==> config.mk <==
export PLATFORM = sky130hd
export DESIGN_NAME = aoi_angle_outputs
export DESIGN_NICKNAME = d
export VERILOG_FILES = /design/src/hdl/aoi_pkg.sv /design/src/hdl/aoi_angle_if.sv /design/src/hdl/aoi_angle_outputs.sv /design/src/hdl/aoi_pwm_gen.sv
export SDC_FILE = /design/constraint.sdc
export NUM_CORES = 1
export LEC_CHECK = 0
export ABC_AREA = 1
export BUFFER_PORTS_ARGS = -buffer_cell sky130_fd_sc_hd__buf_2
export CORE_MARGIN = 8
export CORE_UTILIZATION = 35
export DETAILED_ROUTE_END_ITERATION = 10
export GPL_ROUTABILITY_DRIVEN = 0
export GPL_TIMING_DRIVEN = 0
export HOLD_SLACK_MARGIN = 0.05
export PLACE_DENSITY = 0.53
export SLEW_MARGIN = 20
export SYNTH_ARGS = -nofsm -noshare
export SYNTH_HDL_FRONTEND = slang
export SYNTH_SLANG_ARGS = --single-unit
export TNS_END_PERCENT = 1
==> constraint.sdc <==
create_clock -name sys_clk -period 14.7 [get_ports sys_clk]
set_input_delay 4.41 -clock sys_clk [delete_from_list [all_inputs] [get_ports sys_clk]]
set_output_delay 4.41 -clock sys_clk [all_outputs]
set_load 0.03 [all_outputs]
==> src/hdl/aoi_pkg.sv <==
`default_nettype none
package aoi_pkg;

  // ---------------------------------------------------------------
  // serial frame layout
  // ---------------------------------------------------------------
  localparam int CMD_BITS = 5; // command field width
  localparam int DATA_BITS = 16; // data field width
  localparam int FRAME_BITS = CMD_BITS + DATA_BITS; // 21-bit frame
  localparam logic [4:0] CMD_READ_ANGLE = 5'h00; // all-zero command
  localparam logic [4:0] CMD_LAST = 5'h04; // index of last command bit
  localparam logic [4:0] DATA_LAST = 5'h0f; // index of last data bit

  // ---------------------------------------------------------------
  // timing
  // ---------------------------------------------------------------
  localparam int CLK_PERIOD_NS = 10; // sys_clk period
  localparam int TIMEOUT_US = 20; // two-wire clock timeout
  localparam int TIMEOUT_CYC =
    (TIMEOUT_US * 1000 + CLK_PERIOD_NS - 1) / CLK_PERIOD_NS;
  localparam int TO_W = 12; // timeout counter width
  localparam int PWM_MIN_NS = 1000; // least high time of the pwm
  localparam int PWM_MIN_CYC =
    (PWM_MIN_NS + CLK_PERIOD_NS - 1) / CLK_PERIOD_NS;
  localparam int PWM_STEP_NS = 1000; // high time added per degree
  localparam int PWM_STEP_CYC =
    (PWM_STEP_NS + CLK_PERIOD_NS - 1) / CLK_PERIOD_NS;
  localparam int PULSE_NS = 500; // width of one incremental pulse
  localparam int PULSE_CYC = (PULSE_NS + CLK_PERIOD_NS - 1) / CLK_PERIOD_NS;

  // ---------------------------------------------------------------
  // angle arithmetic and configuration word fields
  // ---------------------------------------------------------------
  localparam int ANGLE_STEPS = 360; // positions per turn
  localparam logic [9:0] ANGLE_MOD = 10'h168; // 360 at adder width
  localparam logic [8:0] HALF_TURN = 9'h0b4; // 180 degrees
  localparam int SECTOR_DEG = 60; // one commutation step
  localparam int ABI_LSB = 12; // incremental mode field 13:12
  localparam int UVW_LSB = 9; // pole pair field 11:9
  localparam int ZERO_LSB = 0; // zero angle field 8:0
  localparam logic [2:0] UVW_MAX_CODE = 3'h5; // six pole pairs

  typedef enum logic [1:0] {
    ABI_QUAD = 2'h0,
    ABI_STEP = 2'h1,
    ABI_PULSE = 2'h2,
    ABI_OFF = 2'h3
  } aoi_abi_t;

  typedef enum logic [4:0] {
    ST_IDLE = 5'h01,
    ST_CMD = 5'h02,
    ST_RDATA = 5'h04,
    ST_WDATA = 5'h08,
    ST_DONE = 5'h10
  } aoi_ser_st_t;

endpackage
`default_nettype wire

==> src/hdl/aoi_angle_if.sv <==
`timescale 1ns/1ps
`default_nettype none
// angle path from the serial/angle core to the pwm generator
interface aoi_angle_if;
  logic [8:0] angle; // zero-corrected angle
  logic valid; // angle data usable
  logic off; // commutation field says outputs off
  modport src (output angle, output valid, output off);
  modport snk (input angle, input valid, input off);
endinterface
`default_nettype wire

==> src/hdl/aoi_angle_outputs.sv <==
`timescale 1ns/1ps
`default_nettype none
module aoi_angle_outputs #(
  parameter int TIMEOUT_CYC = aoi_pkg::TIMEOUT_CYC,
  parameter int PWM_MIN_CYC = aoi_pkg::PWM_MIN_CYC,
  parameter int PWM_STEP_CYC = aoi_pkg::PWM_STEP_CYC,
  parameter int PULSE_CYC = aoi_pkg::PULSE_CYC
) (
  input wire logic sys_clk,
  input wire logic rstn,
  input wire logic interface_select_pin,
  input wire logic serial_clock_in,
  input wire logic serial_data_io_i,
  output logic serial_data_io_o,
  output logic serial_data_io_oe,
  input wire logic select_in,
  output logic chain_select_out,
  input wire logic [8:0] angle_in,
  input wire logic angle_valid,
  input wire logic [5:0] field_code,
  input wire logic lock_in,
  input wire logic [15:0] config_word,
  output logic wr_strobe,
  output logic [4:0] wr_cmd,
  output logic [15:0] wr_data,
  output logic pwm_out,
  output logic inc_a,
  output logic inc_b,
  output logic inc_i,
  output logic comm_u,
  output logic comm_v,
  output logic comm_w
);

  if (TIMEOUT_CYC < 2 || TIMEOUT_CYC >= (1 << aoi_pkg::TO_W) ||
      PULSE_CYC < 1 || PULSE_CYC > 255) begin : g_chk
    $error("aoi_angle_outputs: count parameter out of range");
  end

  // ---------------------------------------------------------------
  // helpers
  // ---------------------------------------------------------------
  // (a - b) modulo one turn, both operands below 360
  function automatic logic [8:0] aoi_wrap_sub(input logic [8:0] a,
                                               input logic [8:0] b);
    logic [9:0] d;
    d = {1'b0, a} + aoi_pkg::ANGLE_MOD - {1'b0, b};
    if (d >= aoi_pkg::ANGLE_MOD) begin
      d = d - aoi_pkg::ANGLE_MOD;
    end
    return d[8:0];
  endfunction

  // commutation sector 0..5 of the electrical angle
  function automatic logic [2:0] aoi_sector(input logic [8:0] ang,
                                             input logic [2:0] code);
    int e;
    e = (int'(ang) * (int'(code) + 1)) % aoi_pkg::ANGLE_STEPS;
    return 3'(e / aoi_pkg::SECTOR_DEG);
  endfunction

  // ---------------------------------------------------------------
  // pin synchronisers
  // ---------------------------------------------------------------
  logic clk_s1_ff, clk_s2_ff, clk_s3_ff; // serial clock, s3 for edges
  logic dat_s1_ff, dat_s2_ff; // serial data in
  logic sel_s1_ff, sel_s2_ff, sel_s3_ff; // select, s3 for edges
  logic mode_s1_ff, mode_s2_ff; // interface select strap

  // the first stage of each chain feeds only the second stage
  always_ff @(posedge sys_clk) begin
    if (!rstn) begin
      {clk_s1_ff, clk_s2_ff, clk_s3_ff} <= 3'h0;
      {dat_s1_ff, dat_s2_ff} <= 2'h0;
      {sel_s1_ff, sel_s2_ff, sel_s3_ff} <= 3'h0;
      {mode_s1_ff, mode_s2_ff} <= 2'h0;
    end else begin
      {clk_s1_ff, clk_s2_ff, clk_s3_ff} <=
        {serial_clock_in, clk_s1_ff, clk_s2_ff};
      {dat_s1_ff, dat_s2_ff} <= {serial_data_io_i, dat_s1_ff};
      {sel_s1_ff, sel_s2_ff, sel_s3_ff} <=
        {select_in, sel_s1_ff, sel_s2_ff};
      {mode_s1_ff, mode_s2_ff} <= {interface_select_pin, mode_s1_ff};
    end
  end

  wire rise = clk_s2_ff & ~clk_s3_ff; // serial clock rising edge
  wire fall = ~clk_s2_ff & clk_s3_ff; // serial clock falling edge
  wire sel_rise = sel_s2_ff & ~sel_s3_ff;
  wire two_wire = mode_s2_ff;

  // ---------------------------------------------------------------
  // two-wire clock timeout
  // ---------------------------------------------------------------
  logic [aoi_pkg::TO_W-1:0] to_cnt_ff; // cycles since last rising edge
  wire to_hit = ~rise &&
    (to_cnt_ff == aoi_pkg::TO_W'(TIMEOUT_CYC - 1)); // one-cycle pulse
  wire to_sat = (to_cnt_ff == aoi_pkg::TO_W'(TIMEOUT_CYC));

  // counter saturates so a stopped clock gives one reset, not many
  always_ff @(posedge sys_clk) begin
    if (!rstn || rise) begin
      to_cnt_ff <= '0;
    end else if (!to_sat) begin
      to_cnt_ff <= to_cnt_ff + aoi_pkg::TO_W'(1);
    end
  end

  // ---------------------------------------------------------------
  // angle path
  // ---------------------------------------------------------------
  logic [8:0] ang_ff; // zero-corrected angle
  logic [8:0] ang_prev_ff; // previous corrected angle
  logic valid_ff; // registered validity
  wire [8:0] zero_angle = config_word[aoi_pkg::ZERO_LSB +: 9];
  wire [2:0] uvw_code = config_word[aoi_pkg::UVW_LSB +: 3];
  wire aoi_pkg::aoi_abi_t abi_mode =
    aoi_pkg::aoi_abi_t'(config_word[aoi_pkg::ABI_LSB +: 2]);
  wire uvw_off = (uvw_code > aoi_pkg::UVW_MAX_CODE);

  always_ff @(posedge sys_clk) begin
    if (!rstn) begin
      ang_ff <= 9'h000;
      ang_prev_ff <= 9'h000;
      valid_ff <= 1'b0;
    end else begin
      ang_ff <= aoi_wrap_sub(angle_in, zero_angle);
      ang_prev_ff <= ang_ff;
      valid_ff <= angle_valid;
    end
  end

  // ---------------------------------------------------------------
  // serial engine
  // ---------------------------------------------------------------
  aoi_pkg::aoi_ser_st_t st_ff, nxt_st; // transfer phase
  logic [4:0] cnt_ff, nxt_cnt; // bit index within a phase
  logic [4:0] cmd_ff, nxt_cmd; // command shift register
  logic [15:0] sh_ff, nxt_sh; // data shift register
  logic rw_ff, nxt_rw; // first command bit: 1 = write
  logic oe_ff, nxt_oe; // data pin driven
  logic nxt_wr_stb; // write word complete
  logic chain_ff, nxt_chain; // chain select output
  logic wr_stb_ff; // write strobe
  logic [4:0] wr_cmd_ff; // write command
  logic [15:0] wr_data_ff; // write data

  // three-wire: select low holds reset; two-wire: timeout resets
  wire if_reset = two_wire ? to_hit : ~sel_s2_ff;
  wire start = two_wire ? 1'b1 : sel_rise;
  wire [4:0] cmd_full = {cmd_ff[3:0], dat_s2_ff};
  // only the angle read is served here; other reads return zeros
  wire is_angle_cmd = (cmd_full == aoi_pkg::CMD_READ_ANGLE);
  wire [15:0] rd_word = is_angle_cmd ?
    {lock_in, field_code, ang_ff} : 16'h0000;
  wire enter_done = (nxt_st == aoi_pkg::ST_DONE) &&
    (st_ff != aoi_pkg::ST_DONE);

  // next-state logic; host shifts on rising edges, device changes its
  // data after each rising edge so the host can sample on falling
  always_comb begin
    nxt_st = st_ff;
    nxt_cnt = cnt_ff;
    nxt_cmd = cmd_ff;
    nxt_sh = sh_ff;
    nxt_rw = rw_ff;
    nxt_oe = oe_ff;
    nxt_wr_stb = 1'b0;
    if (if_reset) begin
      nxt_st = aoi_pkg::ST_IDLE;
      nxt_cnt = 5'h00;
      nxt_oe = 1'b0;
    end else begin
      unique case (st_ff)
        aoi_pkg::ST_IDLE: begin
          if (start) begin
            nxt_st = aoi_pkg::ST_CMD;
            nxt_cnt = 5'h00;
          end
        end
        aoi_pkg::ST_CMD: begin
          if (rise) begin
            nxt_cmd = cmd_full;
            nxt_cnt = cnt_ff + 5'h01;
            if (cnt_ff == 5'h00) begin
              nxt_rw = dat_s2_ff;
            end
            if (cnt_ff == aoi_pkg::CMD_LAST) begin
              nxt_cnt = 5'h00;
              if (rw_ff) begin
                nxt_st = aoi_pkg::ST_WDATA;
              end else begin
                nxt_st = aoi_pkg::ST_RDATA;
                nxt_sh = rd_word;
                nxt_oe = 1'b1;
              end
            end
          end
        end
        aoi_pkg::ST_RDATA: begin
          if (rise) begin
            nxt_sh = {sh_ff[14:0], 1'b0}; // msb first
            nxt_cnt = cnt_ff + 5'h01;
          end else if (fall && cnt_ff == aoi_pkg::DATA_LAST) begin
            nxt_st = aoi_pkg::ST_DONE; // host has taken the last bit
            nxt_oe = 1'b0;
          end
        end
        aoi_pkg::ST_WDATA: begin
          if (rise) begin
            nxt_sh = {sh_ff[14:0], dat_s2_ff};
            nxt_cnt = cnt_ff + 5'h01;
            if (cnt_ff == aoi_pkg::DATA_LAST) begin
              nxt_st = aoi_pkg::ST_DONE;
              nxt_wr_stb = 1'b1;
            end
          end
        end
        aoi_pkg::ST_DONE: begin
          nxt_st = aoi_pkg::ST_DONE; // wait for select low or timeout
        end
        default: begin
          nxt_st = aoi_pkg::ST_IDLE; // illegal one-hot code recovers
        end
      endcase
    end
  end

  // daisy-chain select; end of frame beats the falling-edge set
  always_comb begin
    nxt_chain = chain_ff;
    if (!two_wire) begin
      if (!sel_s2_ff) begin
        nxt_chain = 1'b0;
      end else if (enter_done) begin
        nxt_chain = 1'b1;
      end
    end else if (to_hit || enter_done) begin
      nxt_chain = 1'b0;
    end else if (fall && st_ff == aoi_pkg::ST_CMD) begin
      nxt_chain = 1'b1;
    end
  end

  always_ff @(posedge sys_clk) begin
    if (!rstn) begin
      st_ff <= aoi_pkg::ST_IDLE;
      cnt_ff <= 5'h00;
      cmd_ff <= 5'h00;
      sh_ff <= 16'h0000;
      rw_ff <= 1'b0;
      oe_ff <= 1'b0;
      chain_ff <= 1'b0;
    end else begin
      st_ff <= nxt_st;
      cnt_ff <= nxt_cnt;
      cmd_ff <= nxt_cmd;
      sh_ff <= nxt_sh;
      rw_ff <= nxt_rw;
      oe_ff <= nxt_oe;
      chain_ff <= nxt_chain;
    end
  end

  // write word hand-off to the command logic outside
  always_ff @(posedge sys_clk) begin
    if (!rstn) begin
      wr_stb_ff <= 1'b0;
      wr_cmd_ff <= 5'h00;
      wr_data_ff <= 16'h0000;
    end else begin
      wr_stb_ff <= nxt_wr_stb;
      if (nxt_wr_stb) begin
        wr_cmd_ff <= cmd_ff;
        wr_data_ff <= nxt_sh;
      end
    end
  end

  // ---------------------------------------------------------------
  // incremental and commutation outputs
  // ---------------------------------------------------------------
  logic dir_ff; // 1 = clockwise (angle rising)
  logic [7:0] pls_cnt_ff; // fixed-width pulse timer
  logic inc_a_ff, inc_b_ff, inc_i_ff, u_ff, v_ff, w_ff;
  wire moved = (ang_ff != ang_prev_ff);
  wire cw_step = aoi_wrap_sub(ang_ff, ang_prev_ff) < aoi_pkg::HALF_TURN;
  wire pls_on = (pls_cnt_ff != 8'h00);
  // gray sequence 00,10,11,01 on rising angle: A leads B
  wire quad_a = ang_ff[0] ^ ang_ff[1];
  wire quad_b = ang_ff[1];
  wire index = (ang_ff == 9'h000);
  wire [2:0] sector = aoi_sector(ang_ff, uvw_code);
  wire nxt_inc_a = (abi_mode == aoi_pkg::ABI_QUAD) ? quad_a :
                   (abi_mode == aoi_pkg::ABI_STEP) ? ang_ff[0] :
                   (abi_mode == aoi_pkg::ABI_PULSE) ? pls_on :
                   1'b0;
  wire nxt_inc_b = (abi_mode == aoi_pkg::ABI_QUAD) ? quad_b :
                   (abi_mode == aoi_pkg::ABI_OFF) ? 1'b0 :
                   dir_ff;
  wire nxt_inc_i = (abi_mode != aoi_pkg::ABI_OFF) && index;
  // three 180-degree windows spaced 120 degrees apart
  wire nxt_u = !uvw_off && (sector <= 3'h2);
  wire nxt_v = !uvw_off && (sector >= 3'h2) && (sector <= 3'h4);
  wire nxt_w = !uvw_off && ((sector >= 3'h4) || (sector == 3'h0));

  always_ff @(posedge sys_clk) begin
    if (!rstn) begin
      dir_ff <= 1'b1;
      pls_cnt_ff <= 8'h00;
      {inc_a_ff, inc_b_ff, inc_i_ff} <= 3'h0;
      {u_ff, v_ff, w_ff} <= 3'h0;
    end else begin
      if (moved) begin
        dir_ff <= cw_step;
        pls_cnt_ff <= 8'(PULSE_CYC);
      end else if (pls_on) begin
        pls_cnt_ff <= pls_cnt_ff - 8'h01;
      end
      {inc_a_ff, inc_b_ff, inc_i_ff} <= {nxt_inc_a, nxt_inc_b, nxt_inc_i};
      {u_ff, v_ff, w_ff} <= {nxt_u, nxt_v, nxt_w};
    end
  end

  // ---------------------------------------------------------------
  // pwm generator
  // ---------------------------------------------------------------
  aoi_angle_if ang_bus ();
  assign ang_bus.angle = ang_ff;
  assign ang_bus.valid = valid_ff;
  assign ang_bus.off = uvw_off;

  aoi_pwm_gen #(.MIN_CYC(PWM_MIN_CYC), .STEP_CYC(PWM_STEP_CYC)) u_pwm (
    .sys_clk(sys_clk),
    .rstn(rstn),
    .ang(ang_bus),
    .pwm_out(pwm_out)
  );

  assign serial_data_io_o = sh_ff[15];
  assign serial_data_io_oe = oe_ff;
  assign chain_select_out = chain_ff;
  assign wr_strobe = wr_stb_ff;
  assign wr_cmd = wr_cmd_ff;
  assign wr_data = wr_data_ff;
  assign {inc_a, inc_b, inc_i} = {inc_a_ff, inc_b_ff, inc_i_ff};
  assign {comm_u, comm_v, comm_w} = {u_ff, v_ff, w_ff};
endmodule
`default_nettype wire

==> src/hdl/aoi_pwm_gen.sv <==
`timescale 1ns/1ps
`default_nettype none
module aoi_pwm_gen #(
  parameter int MIN_CYC = aoi_pkg::PWM_MIN_CYC,
  parameter int STEP_CYC = aoi_pkg::PWM_STEP_CYC
) (
  input wire logic sys_clk,
  input wire logic rstn,
  aoi_angle_if.snk ang,
  output logic pwm_out
);
  // low time never drops under the minimum either, so a filter sees
  // clean edges at both ends of the range
  localparam int PERIOD = 2 * MIN_CYC + (aoi_pkg::ANGLE_STEPS - 1) * STEP_CYC;
  localparam int CW = 20;

  if (MIN_CYC < 1 || STEP_CYC < 1 || PERIOD >= (1 << CW)) begin : g_chk
    $error("aoi_pwm_gen: pwm timing out of range");
  end

  logic [CW-1:0] cnt_ff; // position inside the period
  logic [CW-1:0] len_ff; // latched high length
  logic [CW-1:0] hi_ff; // length of the running high pulse
  logic pwm_ff; // registered output

  // ---------------------------------------------------------------
  // period decode
  // ---------------------------------------------------------------
  wire period_start = (cnt_ff == '0);
  wire [CW-1:0] nxt_cnt =
    (cnt_ff == CW'(PERIOD - 1)) ? '0 : cnt_ff + CW'(1);
  wire [CW-1:0] nxt_len =
    CW'(MIN_CYC) + CW'(ang.angle) * CW'(STEP_CYC);
  wire [CW-1:0] cur_len = period_start ? nxt_len : len_ff;
  // invalid data or commutation off forces the line low at once
  // a pulse may only begin at the period start, so a late valid or a
  // late enable can never leave a sliver shorter than the minimum
  wire nxt_pwm = ang.valid && !ang.off && (cnt_ff < cur_len) &&
    (period_start || pwm_ff);
  wire [CW-1:0] nxt_hi = nxt_pwm ? hi_ff + CW'(1) : '0;

  // ---------------------------------------------------------------
  // period counter, angle latch and output
  // ---------------------------------------------------------------
  always_ff @(posedge sys_clk) begin
    if (!rstn) begin
      cnt_ff <= '0;
      len_ff <= '0;
      hi_ff <= '0;
      pwm_ff <= 1'b0;
    end else begin
      cnt_ff <= nxt_cnt;
      if (period_start) begin
        len_ff <= nxt_len;
      end
      hi_ff <= nxt_hi;
      pwm_ff <= nxt_pwm;
    end
  end

  assign pwm_out = pwm_ff;
endmodule
`default_nettype wire

# Yosys cells after proc, flatten, opt, wreduce, memory -nomap -nowiden
# Cells that the tools add are included.
totals:
  in_bits: 39
  elab_cells: 185
  ff_bits: 153
  output_inout_bits: 32
classes:
  div: 2
  n_bitwise: 11
  eq_ne: 26
  n_reduce_logical: 37
  magnitude_cmp: 9
  mul: 2
  add_sub_neg: 12
  muxes: 50
op_table:
  columns: ["cell", "count"]
  rows:
  - ["16-bit two-way mux", 7]
  - ["5-bit two-way mux", 12]
  - ["16-bit case mux with 3 select lines", 1]
  - ["32-bit by 7-bit divider with 32-bit output, second input constant", 1]
  - ["32-bit by 10-bit modulo with 32-bit output, second input constant", 1]
  - ["5-bit case mux with 5 select lines", 1]
  - ["12-bit by 11-bit equality test with 1-bit output, second input constant", 2]
  - ["1-bit two-way mux", 21]
  - ["20-bit by 1-bit adder with 20-bit output, second input constant", 1]
  - ["9-bit by 9-bit adder with 10-bit output, second input constant", 2]
  - ["20-bit by 16-bit equality test with 1-bit output, second input constant", 1]
  - ["10-bit by 9-bit >= comparator with 1-bit output, second input constant", 2]
  - ["20-bit logical NOT", 1]
  - ["20-bit < comparator", 1]
  - ["20-bit two-way mux", 1]
  - ["10-bit by 9-bit subtractor with 10-bit output", 2]
  - ["9-bit two-way mux", 2]
  - ["9-bit subtractor, second input constant", 2]
  - ["7-bit by 16-bit adder with 17-bit output, first input constant", 1]
  - ["5-bit case mux with 3 select lines", 1]
  - ["9-bit by 5-bit multiplier with 14-bit output, second input constant", 1]
  - ["2-bit != test, second input constant", 7]
  - ["9-bit by 4-bit multiplier with 13-bit output", 1]
  - ["12-bit by 1-bit adder with 12-bit output, second input constant", 1]
  - ["other kinds (41)", 76]

# Logic depth before layout (Yosys ltp)
# Gate-level depths: netlist (run 1).
depth:
  word_depth: 12
  depth_mapped: 75

# Hierarchy
# Synthesis (run 1) repeated with hierarchy kept, for this count alone.
unflattened:
  hier_cells: 1832
  area_unflattened_um2: 12381.9
by_module_without_submodules:
  columns: ["module", "cells_each", "seq_area_each_um2", "n_inst", "area_per_inst_um2"]
  rows:
  - ["aoi_angle_outputs", 1363, 2242.2, 1, 9037.4]
  - ["aoi_pwm_gen", 469, 820.8, 1, 3344.5]

# Least setup slack after synthesis (run 1)
# OpenSTA, ideal clock, no wires.
synth_timing:
  kind: "input to register"
  start: "input config_word[9]"
  end: "register u_ff (netlist: comm_u)"
  stages: 64
  t_arrival_ps: 11723
  setup_time_ps: 113
  setup_slack_ps: 2864
  cell_sequence: "ha_1 or2_2 nand2_1 inv_1 nand2_1 fa_1 fa_1 fa_1 inv_1 nand3_1 nand3_1 nand2_2 nand2_1 nand2_1 nand2_4 nand3_4 nand2_4 ha_1 [... 28 more ...] or2_1 nand3_1 inv_1 nand2_2 nand2_1 nand2_2 nand2_2 nor2_4 nand2_2 nand3_1 nand2_2 o21bai_2 nand2_1 nand3_1 nand2_1 nand2_1 nand2_1 nor2_1"
synth_via:
  elab_chain_len: 6
  word_cells_on_any_way: 8
synth_rtl:
  columns: ["element", "line_no", "source"]
  rows:
  - ["start: declaration", "aoi_angle_outputs.sv:22", "input wire logic [15:0] config_word,"]
  - ["3-bit by 1-bit adder with 4-bit output", "aoi_angle_outputs.sv:58", "e = (int'(ang) * (int'(code) + 1)) % aoi_pkg::ANGLE_STEPS;"]
  - ["9-bit by 4-bit multiplier with 13-bit output", "aoi_angle_outputs.sv:58", null]
  - ["32-bit by 10-bit modulo with 32-bit output", "aoi_angle_outputs.sv:58", null]
  - ["32-bit by 7-bit divider with 32-bit output", "aoi_angle_outputs.sv:59", "return 3'(e / aoi_pkg::SECTOR_DEG);"]
  - ["3-bit by 2-bit <= comparator with 1-bit output", "aoi_angle_outputs.sv:303", "wire nxt_u = !uvw_off && (sector <= 3'h2);"]
  - ["1-bit logical AND *", "aoi_angle_outputs.sv:303", null]
  - ["end signal: assignment", "aoi_angle_outputs.sv:321", "{u_ff, v_ff, w_ff} <= {nxt_u, nxt_v, nxt_w};"]
  - ["end: declaration", "aoi_angle_outputs.sv:285", "logic inc_a_ff, inc_b_ff, inc_i_ff, u_ff, v_ff, w_ff;"]
# Every way passes the cells marked *; elsewhere a longest branch is shown, timed or not.
# A chain may end at the register's enable or synchronous reset.

# Final worst setup path (run 1)
# Ends and elaborated chain as after synthesis.

==> metrics.txt, run 1 <==
# TYPE chip_impl_metric gauge
chip_impl_metric{name="yosysSeqAreaShare",unit=""} 0.249
chip_impl_metric{name="cts.htree.levels",unit=""} 4
chip_impl_info{name="startpoint_class",value="input pin"} 1
chip_impl_metric{name="worst_ep_arrival_time",unit="ps"} 12950
chip_impl_metric{name="seq_cells_post_synth",unit=""} 153
chip_impl_info{name="main_combinational_cell_family_by_area_after_synthesis",value="simple AND/OR/NAND/NOR gates"} 1
chip_impl_metric{name="ctsLongestPathBuffers",unit=""} 2
chip_impl_metric{name="crit_path_max_incr_delay",unit="ps"} 570
chip_impl_metric{name="buffer_ports.inserted",unit=""} 67
chip_impl_info{name="cp_common_cell",value="nand2_1"} 1
chip_impl_metric{name="worst_skew_pair.late_latency",unit="ps"} 440
chip_impl_metric{name="die_width",unit="µm"} 203
chip_impl_metric{name="start_util",unit=""} 0.356
chip_impl_metric{name="routedWlPerCell",unit="µm"} 12.7
chip_impl_metric{name="slew_violations",unit=""} 0
chip_impl_metric{name="worst_hold_margin",unit="ps"} 409
chip_impl_info{name="path_class",value="in -> reg"} 1
chip_impl_metric{name="timing.final.crit_share",unit=""} 0.857
chip_impl_metric{name="multiplexer_fraction_of_the_synthesized_cell_area",unit=""} 0.00407
chip_impl_metric{name="finalCoreUtilization",unit=""} 0.398
chip_impl_metric{name="post_route_cells_drive_above_1_share",unit=""} 0.130
chip_impl_metric{name="coreArea",unit="µm²"} 34500
chip_impl_metric{name="finalNetCount",unit=""} 2027
chip_impl_metric{name="grt.overflow.total",unit=""} 0
chip_impl_metric{name="peak_clock_frequency_supported_by_timing",unit="MHz"} 79.4
chip_impl_metric{name="grt_start_max_net_pins",unit=""} 17
chip_impl_metric{name="synthArstFlopShare",unit=""} 0
chip_impl_metric{name="io_pins",unit=""} 71
chip_impl_metric{name="period_needed",unit="ps"} 12590
chip_impl_metric{name="cts_buffers",unit=""} 17
chip_impl_metric{name="clk_pin_slew_worst_paths",unit="ps"} 70
chip_impl_metric{name="grt_pass1_vias",unit=""} 10400
chip_impl_metric{name="synth.cell_area",unit="µm²"} 12300
chip_impl_metric{name="synth_compound_gate_area_share",unit=""} 0.111
chip_impl_metric{name="yosysWarnings",unit=""} 0
chip_impl_info{name="worstHoldPathType",value="reg -> reg"} 1
chip_impl_metric{name="hold_violations",unit=""} 0
chip_impl_metric{name="setup_slack_after_layout",unit="ps"} 2110
chip_impl_metric{name="cts.hold.buffers_added",unit=""} 0
chip_impl_metric{name="syn_inst",unit=""} 1764
chip_impl_metric{name="max-slew-margin-rel",unit=""} 0.360
chip_impl_info{name="cp_top_family",value="simple AND/OR/NAND/NOR gates"} 1
chip_impl_metric{name="std_cell_rows",unit=""} 68
chip_impl_metric{name="cap_violations",unit=""} 0
chip_impl_metric{name="yosys.area_share.adder",unit=""} 0.153
chip_impl_metric{name="detail-route-antenna-nets",unit=""} 0
chip_impl_info{name="gr-max-usage-layer",value="met2"} 1
chip_impl_info{name="crit_path_top_delay_cell",value="fa_1"} 1
chip_impl_metric{name="detail_route.iter0.violations",unit=""} 515
chip_impl_metric{name="worst_slew_pin_slew",unit="ps"} 960
chip_impl_metric{name="critPathMaxFanout",unit=""} 10
chip_impl_info{name="synth_flop_cell",value="dfxtp_1"} 1
chip_impl_info{name="hold_end",value="clk_s2_ff"} 1
chip_impl_metric{name="timing.reg2reg.worst_path_depth",unit=""} 59
chip_impl_metric{name="holdPathStages",unit=""} 2
chip_impl_metric{name="grt_use_met1",unit=""} 0.186
chip_impl_metric{name="synthesis.area_per_instance",unit="µm²"} 6.97
chip_impl_info{name="timing.rr.start",value="ang_bus.angle[1]"} 1
chip_impl_metric{name="setup_viol",unit=""} 0
chip_impl_metric{name="use_met3",unit=""} 0.0211
chip_impl_metric{name="number_of_gates_resized_after_cts",unit=""} 0
chip_impl_metric{name="critPathBufInv",unit=""} 6
chip_impl_info{name="end_kind",value="flop"} 1
chip_impl_metric{name="synth.distinct_cells",unit=""} 62
chip_impl_info{name="cts_tree",value="built"} 1
chip_impl_metric{name="post-dp-hpwl",unit="µm"} 23800
chip_impl_metric{name="net_count_of_the_mapped_netlist",unit=""} 1941
chip_impl_metric{name="totalNegativeSetupSlack",unit="ps"} 0
chip_impl_metric{name="area.growth.synth_to_final",unit="%"} 11.8
chip_impl_metric{name="total_routing_usage_reported_by_global_routing",unit=""} 0.144
chip_impl_metric{name="place_ws",unit="ps"} 1660
chip_impl_metric{name="grt_antenna_before_repair",unit=""} 0
chip_impl_metric{name="grt_use_met2",unit=""} 0.242
chip_impl_metric{name="vias",unit=""} 10900
chip_impl_info{name="holdCritStartpoint",value="clk_s1_ff"} 1
chip_impl_metric{name="number_of_optimization_iterations_in_the_first_detailed_route_pass",unit=""} 5
chip_impl_metric{name="clk_skew",unit="ps"} 12.2
chip_impl_info{name="status",value="finished, final reports clean"} 1
chip_impl_metric{name="viasPerCell",unit=""} 4.72
chip_impl_metric{name="synth_simple_gate_area_frac",unit=""} 0.331
chip_impl_metric{name="die_outline_area",unit="µm²"} 41400
chip_impl_metric{name="die_h",unit="µm"} 203
chip_impl_metric{name="cts_post_setup_buffers_inserted",unit=""} 0
chip_impl_metric{name="number_of_enable_flip_flop_cells_after_synthesis",unit=""} 0
chip_impl_metric{name="critical_path_rt",unit="ps"} 15060
chip_impl_metric{name="remaining_drc_errors",unit=""} 0
chip_impl_metric{name="grt_pass1_wl",unit="µm"} 49900
chip_impl_info{name="clk_root_buffer_cell",value="clkbuf_16"} 1
chip_impl_info{name="reg2reg_end",value="comm_u"} 1
chip_impl_metric{name="post_synth_xor_area_fraction",unit=""} 0.0319
chip_impl_metric{name="reg2reg_slack",unit="ps"} 6390
chip_impl_metric{name="detail_route.wirelength",unit="µm"} 29300
chip_impl_metric{name="cts.sinks",unit=""} 153
chip_impl_metric{name="antenna_cells_inserted",unit=""} 0
chip_impl_info{name="rsz0062_at_grt",value="false"} 1
-- cells in the final DEF, fill, tap and decap left out, types with 26 or more instances in the layout --
master / instances
a21oi_1: 85
o21ai_0: 71
nand2_2: 49
nand2_1: 339
nor3_1: 31
buf_2: 67
inv_1: 339
dfxtp_1: 153
clkbuf_1: 26
nand3_1: 99
xor2_1: 31
ha_1: 118
nor2_1: 154
nand4_1: 42
-- per-layer routing --
layer  wire length [µm]  part of all wire
met5                  0                 0
met4                661             0.023
met3                774             0.026
met2              13600              0.46
met1              14300              0.49
-- worst reg2reg max path: cells and delay by family (launching register included) --
family                   cells  cell delay [ps]
adder cells (fa/ha/maj)      4             1680
flip-flops                   1              390
AND/OR/NAND/NOR             43             4360
AO/OA/AOI/OAI                4              780
buffers and inverters        7              750
XOR/XNOR                     1              250
-- synth_stat cells (4+ instances only) --
cell type	instances	area share
nand3_4	9	0.013
xnor2_1	10	0.0071
nand2_4	22	0.020
o21ai_1	4	0.0016
dfxtp_1	153	0.25
nor2_8	4	0.0065
o21ai_0	71	0.029
nor3b_1	4	0.0024
a31oi_1	5	0.0025
clkinv_1	4	0.0012
o31ai_1	4	0.0024
inv_1	339	0.10
nor2_2	7	0.0036
nor3_1	31	0.013
nand4_1	42	0.021
o211ai_1	5	0.0031
o21a_1	4	0.0024
nand2_2	49	0.025
nand3_1	99	0.040
a21oi_1	85	0.035
inv_2	9	0.0027
mux2i_1	5	0.0041
nor2_1	154	0.047
o22ai_1	14	0.0071
or2_2	8	0.0041
nand3_2	11	0.0090
nor2_4	8	0.0073
a21oi_2	4	0.0029
a211oi_1	7	0.0043
nor4_1	14	0.0071
clkbuf_1	24	0.0073
ha_1	118	0.12
fa_1	20	0.033
nand2_1	339	0.10
a21o_1	5	0.0031
xor2_1	31	0.022
o21bai_1	4	0.0024
-- layout make-up --
class / instances / area (µm²)
multi-input cells: 1229 / 7750
inverters: 353 / 1340
clock buffers: 19 / 433
well taps: 455 / 569
fillers: 3673 / 20800
repair buffers: 67 / 335
flip-flops and latches: 153 / 3060
plain buffers: 29 / 135
clock inverters: 13 / 110
-- metrics by stage --
stage,instances,instance area [µm²]
floorplan,1764,12300
global placement,2286,13200
detailed placement,2286,13200
CTS,2318,13700
global route,2318,13700
finish,2318,13700
-- how the worst max path moves through the flow --
stage,startpoint,end,slack (ps),depth (start not counted)
finish,config_word[9],comm_u,2110,59
global route,config_word[9],comm_u,1200,62
CTS,config_word[9],comm_u,2080,62
detailed placement,config_word[9],comm_u,1660,60
global placement,config_word[9],comm_u,1700,60
floorplan,config_word[9],comm_u,2860,64
-- flip-flops by register name (all words and copies together) (netlist names), 5 cells and up --
| register | count |
|---|---|
| wr_data | 16 |
| to_cnt_ff | 12 |
| st_ff | 5 |
| pls_cnt_ff | 8 |
| u_pwm.len_ff | 20 |
| cmd_ff | 5 |
| sh_ff | 16 |
| wr_cmd | 5 |
| ang_bus.angle | 9 |
| u_pwm.cnt_ff | 20 |
| cnt_ff | 5 |
| ang_prev_ff | 9 |
-- cell families after synthesis --
family	after synthesis
AND/OR/NAND/NOR	811
buffers and inverters	382
AO/OA/AOI/OAI	232
flip-flops	153
adder cells (fa/ha/maj)	138
XOR/XNOR	43
multiplexers	5
Power of run 1 is left out: the tool's default activity adds up to more than one toggle a clock period on the data nets, which glitch-free logic cannot reach.
==> inputs of run 2 (changes only) <==
- ABC_AREA: 1 -> 0
- GPL_TIMING_DRIVEN: 0 -> unset
==> run 2 against run 1 <==
  * Critical path depth is 18 lower
  * Final area is 1.7% higher
  * Worst setup slack worse by 1500 ps
  * Sequential share of layout area is 0.37 points lower
  * Sequential cell count stayed put
  * Fmax is 11% lower
  * Hold slack better by 31 ps
  * Via count is 3.4% lower
  * Clock skew is 1.1 ps lower
  * Wire length is 1.6% higher
  * First-iteration DRC count is 1.4% lower
  * Final cell count is 11% lower
  * Critical endpoint is now comm_v
==> metrics.txt, run 2 <==
# TYPE chip_impl_metric gauge
chip_impl_metric{name="net_count_of_the_mapped_netlist",unit=""} 1679
chip_impl_metric{name="post_synth_xor_area_fraction",unit=""} 0.0749
chip_impl_info{name="worstHoldPathType",value="reg -> reg"} 1
chip_impl_metric{name="die_width",unit="µm"} 203
chip_impl_info{name="layout.cells.most_common",value="dfxtp_1"} 1
chip_impl_metric{name="synth.distinct_cells",unit=""} 104
chip_impl_metric{name="met2_wirelength",unit="µm"} 13700
chip_impl_metric{name="number_of_enable_flip_flop_cells_after_synthesis",unit=""} 0
chip_impl_metric{name="std_cell_rows",unit=""} 68
chip_impl_info{name="path_class",value="in -> reg"} 1
chip_impl_metric{name="worst_skew_pair.late_latency",unit="ps"} 440
chip_impl_metric{name="yosysSeqAreaShare",unit=""} 0.250
chip_impl_metric{name="syn_inst",unit=""} 1501
chip_impl_metric{name="io_pins",unit=""} 71
chip_impl_metric{name="totalNegativeSetupSlack",unit="ps"} 0
chip_impl_info{name="main_combinational_cell_family_by_area_after_synthesis",value="simple AND/OR/NAND/NOR gates"} 1
chip_impl_metric{name="detail_route.wirelength",unit="µm"} 29800
chip_impl_metric{name="start_util",unit=""} 0.355
chip_impl_metric{name="p_total",unit="W"} 0.00295
chip_impl_metric{name="cts_post_setup_buffers_inserted",unit=""} 0
chip_impl_metric{name="synthArstFlopShare",unit=""} 0
chip_impl_metric{name="yosys.area_share.adder",unit=""} 0.154
chip_impl_metric{name="grt_start_max_net_pins",unit=""} 78
chip_impl_info{name="synth_flop_cell",value="dfxtp_1"} 1
chip_impl_metric{name="grt_pass1_vias",unit=""} 10300
chip_impl_info{name="status",value="finished, final reports clean"} 1
chip_impl_metric{name="timing.reg2reg.worst_path_depth",unit=""} 36
chip_impl_metric{name="total_routing_usage_reported_by_global_routing",unit=""} 0.146
chip_impl_metric{name="remaining_drc_errors",unit=""} 0
chip_impl_metric{name="max-slew-margin-rel",unit=""} 0.330
chip_impl_metric{name="number_of_optimization_iterations_in_the_first_detailed_route_pass",unit=""} 4
chip_impl_info{name="layout_common_cells",value="dfxtp_1, nor2_1, ha_1, inv_1, a21oi_1"} 1
chip_impl_metric{name="synth_compound_gate_area_share",unit=""} 0.213
chip_impl_metric{name="cts_buffers",unit=""} 17
chip_impl_metric{name="cts.hold.buffers_added",unit=""} 0
chip_impl_metric{name="die_h",unit="µm"} 203
chip_impl_info{name="dr.max_layer_used",value="met4"} 1
chip_impl_metric{name="buffer_ports.inserted",unit=""} 68
chip_impl_metric{name="seq_cells_post_synth",unit=""} 153
chip_impl_metric{name="wl_met1",unit="µm"} 15200
chip_impl_info{name="clk_root_buffer_cell",value="clkbuf_16"} 1
chip_impl_metric{name="grt_pass1_wl",unit="µm"} 50600
chip_impl_metric{name="multiInputGateArea",unit="µm²"} 8560
chip_impl_metric{name="period_needed",unit="ps"} 14120
chip_impl_metric{name="post_route_cells_drive_above_1_share",unit=""} 0.137
chip_impl_info{name="synth.most_common_cell",value="dfxtp_1"} 1
chip_impl_metric{name="detail-route-antenna-nets",unit=""} 0
chip_impl_metric{name="power_density",unit="nW/µm²"} 211
chip_impl_info{name="cp_top_family",value="compound AO/OA/AOI/OAI gates"} 1
chip_impl_metric{name="grt.overflow.total",unit=""} 0
chip_impl_metric{name="synth.cell_area",unit="µm²"} 12200
chip_impl_metric{name="crit_path_max_incr_delay",unit="ps"} 540
chip_impl_info{name="reg.largest.list",value="u_pwm.cnt_ff: 20 flops, u_pwm.len_ff: 20 flops"} 1
chip_impl_metric{name="finalNetCount",unit=""} 1775
chip_impl_metric{name="fraction_of_synthesized_cell_area_taken_by_the_top_area_cell_type",unit=""} 0.250
chip_impl_metric{name="slew_violations",unit=""} 0
chip_impl_info{name="rsz0062_at_grt",value="false"} 1
chip_impl_info{name="end_kind",value="flop"} 1
chip_impl_metric{name="hold_violations",unit=""} 0
chip_impl_metric{name="synth_simple_gate_area_frac",unit=""} 0.229
chip_impl_metric{name="num-fill-cells",unit=""} 3621
chip_impl_metric{name="vias",unit=""} 10600
chip_impl_metric{name="number_of_gates_resized_after_cts",unit=""} 0
chip_impl_metric{name="viasPerCell",unit=""} 5.12
chip_impl_metric{name="detailroute.wirelength.met3",unit="µm"} 753
chip_impl_metric{name="synthesis.area_per_instance",unit="µm²"} 8.15
chip_impl_metric{name="peakVddDrop",unit="µV"} 137
chip_impl_metric{name="holdPathStages",unit=""} 1
chip_impl_info{name="startpoint_class",value="input pin"} 1
chip_impl_metric{name="cap_violations",unit=""} 0
chip_impl_metric{name="worst_slew_pin_slew",unit="ps"} 997
chip_impl_metric{name="critical_path_rt",unit="ps"} 15030
chip_impl_metric{name="final-seq-area",unit="µm²"} 3060
chip_impl_metric{name="yosysWarnings",unit=""} 0
chip_impl_metric{name="area.growth.synth_to_final",unit="%"} 14.1
chip_impl_metric{name="timing.final.crit_share",unit=""} 0.961
chip_impl_info{name="crit_path_top_delay_cell",value="fa_1"} 1
chip_impl_metric{name="detail_route.iter0.violations",unit=""} 508
chip_impl_metric{name="cts.sinks",unit=""} 153
chip_impl_metric{name="critPathBufInv",unit=""} 8
chip_impl_metric{name="reg2reg_slack",unit="ps"} 4580
chip_impl_metric{name="die_outline_area",unit="µm²"} 41200
chip_impl_metric{name="worst_ep_arrival_time",unit="ps"} 14450
chip_impl_metric{name="leakagePower",unit="nW"} 6.20
chip_impl_metric{name="multiplexer_fraction_of_the_synthesized_cell_area",unit=""} 0.0267
chip_impl_metric{name="peak_clock_frequency_supported_by_timing",unit="MHz"} 70.8
chip_impl_metric{name="routedWlPerCell",unit="µm"} 14.4
chip_impl_info{name="cts_tree",value="built"} 1
chip_impl_metric{name="cp_num_cells",unit=""} 41
chip_impl_metric{name="grt_antenna_before_repair",unit=""} 0
chip_impl_metric{name="clk_pin_slew_worst_paths",unit="ps"} 70
chip_impl_metric{name="critPathMaxFanout",unit=""} 13
chip_impl_info{name="synth_top_cells_by_count",value="dfxtp_1, nor2_1, ha_1"} 1
chip_impl_metric{name="cts.htree.levels",unit=""} 4
chip_impl_info{name="synthTopCellsByArea",value="dfxtp_1, ha_1, nor2_1"} 1
chip_impl_metric{name="setup_viol",unit=""} 0
chip_impl_info{name="synth_largest_area_cell",value="dfxtp_1"} 1
chip_impl_metric{name="ctsLongestPathBuffers",unit=""} 2
chip_impl_metric{name="clk_skew",unit="ps"} 11.1
chip_impl_metric{name="post-dp-hpwl",unit="µm"} 23000
chip_impl_metric{name="coreArea",unit="µm²"} 34500
## run 2: cell count changes in the layout (fill, tap and decap cells not counted), moves of 26 or more
cell,previous run,this run
xnor2_1,10,57
and2_1,3,49
nand4_1,42,16
clkbuf_1,26,0
nand2_1,339,96
buf_4,0,55
nand3_1,99,42
inv_1,339,116
nand2_2,49,0
nor2b_1,0,54
## run 2: path summary, 6_finish.rpt
check / startpoint / endpoint
worst min-delay path: clk_s1_ff / clk_s2_ff
worst max-delay path: config_word[9] / comm_v
worst max register to register: ang_bus.angle[0] / comm_v
worst min register to register: clk_s1_ff / clk_s2_ff
## run 2: area by class of cell
cell class | instances | area share
Antenna cell | 1 | 0.000179
Clock buffer | 17 | 0.0305
Clock inverter | 15 | 0.00977
Inverter | 117 | 0.0314
Multi-Input combinational cell | 1184 | 0.613
Sequential cell | 153 | 0.219
Tap cell | 455 | 0.0408
Timing Repair Buffer | 124 | 0.0554
## run 2: metrics by stage
stage               hold slack [ps]  std cells  setup slack (ps)   util  cell area, µm²
CTS                             443       2065               723  0.405           14000
global route                    449       2065              48.3  0.405           14000
detailed placement              424       2033               298  0.389           13400
floorplan                       412       1501              1030      -           12200
finish                          440       2066               579  0.405           14000
global placement                424       2033               307  0.389           13400
## run 2: worst reg2reg max path: cells and delay by family (launching register included)
kind,cells,cell delay (ps)
AO/OA/AOI/OAI,16,3920
adder cells (fa/ha/maj),4,1770
buffers and inverters,5,680
flip-flops,1,660
multiplexers,2,690
AND/OR/NAND/NOR,9,2300
## run 2: logic make-up after synthesis
| logic type | count (synthesis) |
|---|---|
| buffers and inverters | 164 |
| flip-flops | 153 |
| AND/OR/NAND/NOR | 548 |
| multiplexers | 31 |
| adder cells (fa/ha/maj) | 139 |
| XOR/XNOR | 103 |
| AO/OA/AOI/OAI | 363 |
## run 2: power breakdown
part / switching [W] / leakage (nW) / internal, W
Sequential: 0.0000372 / 1.24 / 0.000447
Combinational: 0.00117 / 4.70 / 0.000869
Clock: 0.000201 / 0.265 / 0.000222
## run 2: metal layers
| layer | global-route usage | vias to the layer above |
|---|---|---|
| met5 | 0 | - |
| met4 | 0.0332 | 0 |
| met3 | 0.0214 | 20 |
| met2 | 0.241 | 131 |
| met1 | 0.197 | 4939 |
| li1 | - | 5482 |
Power figures use the tool's default switching activity.
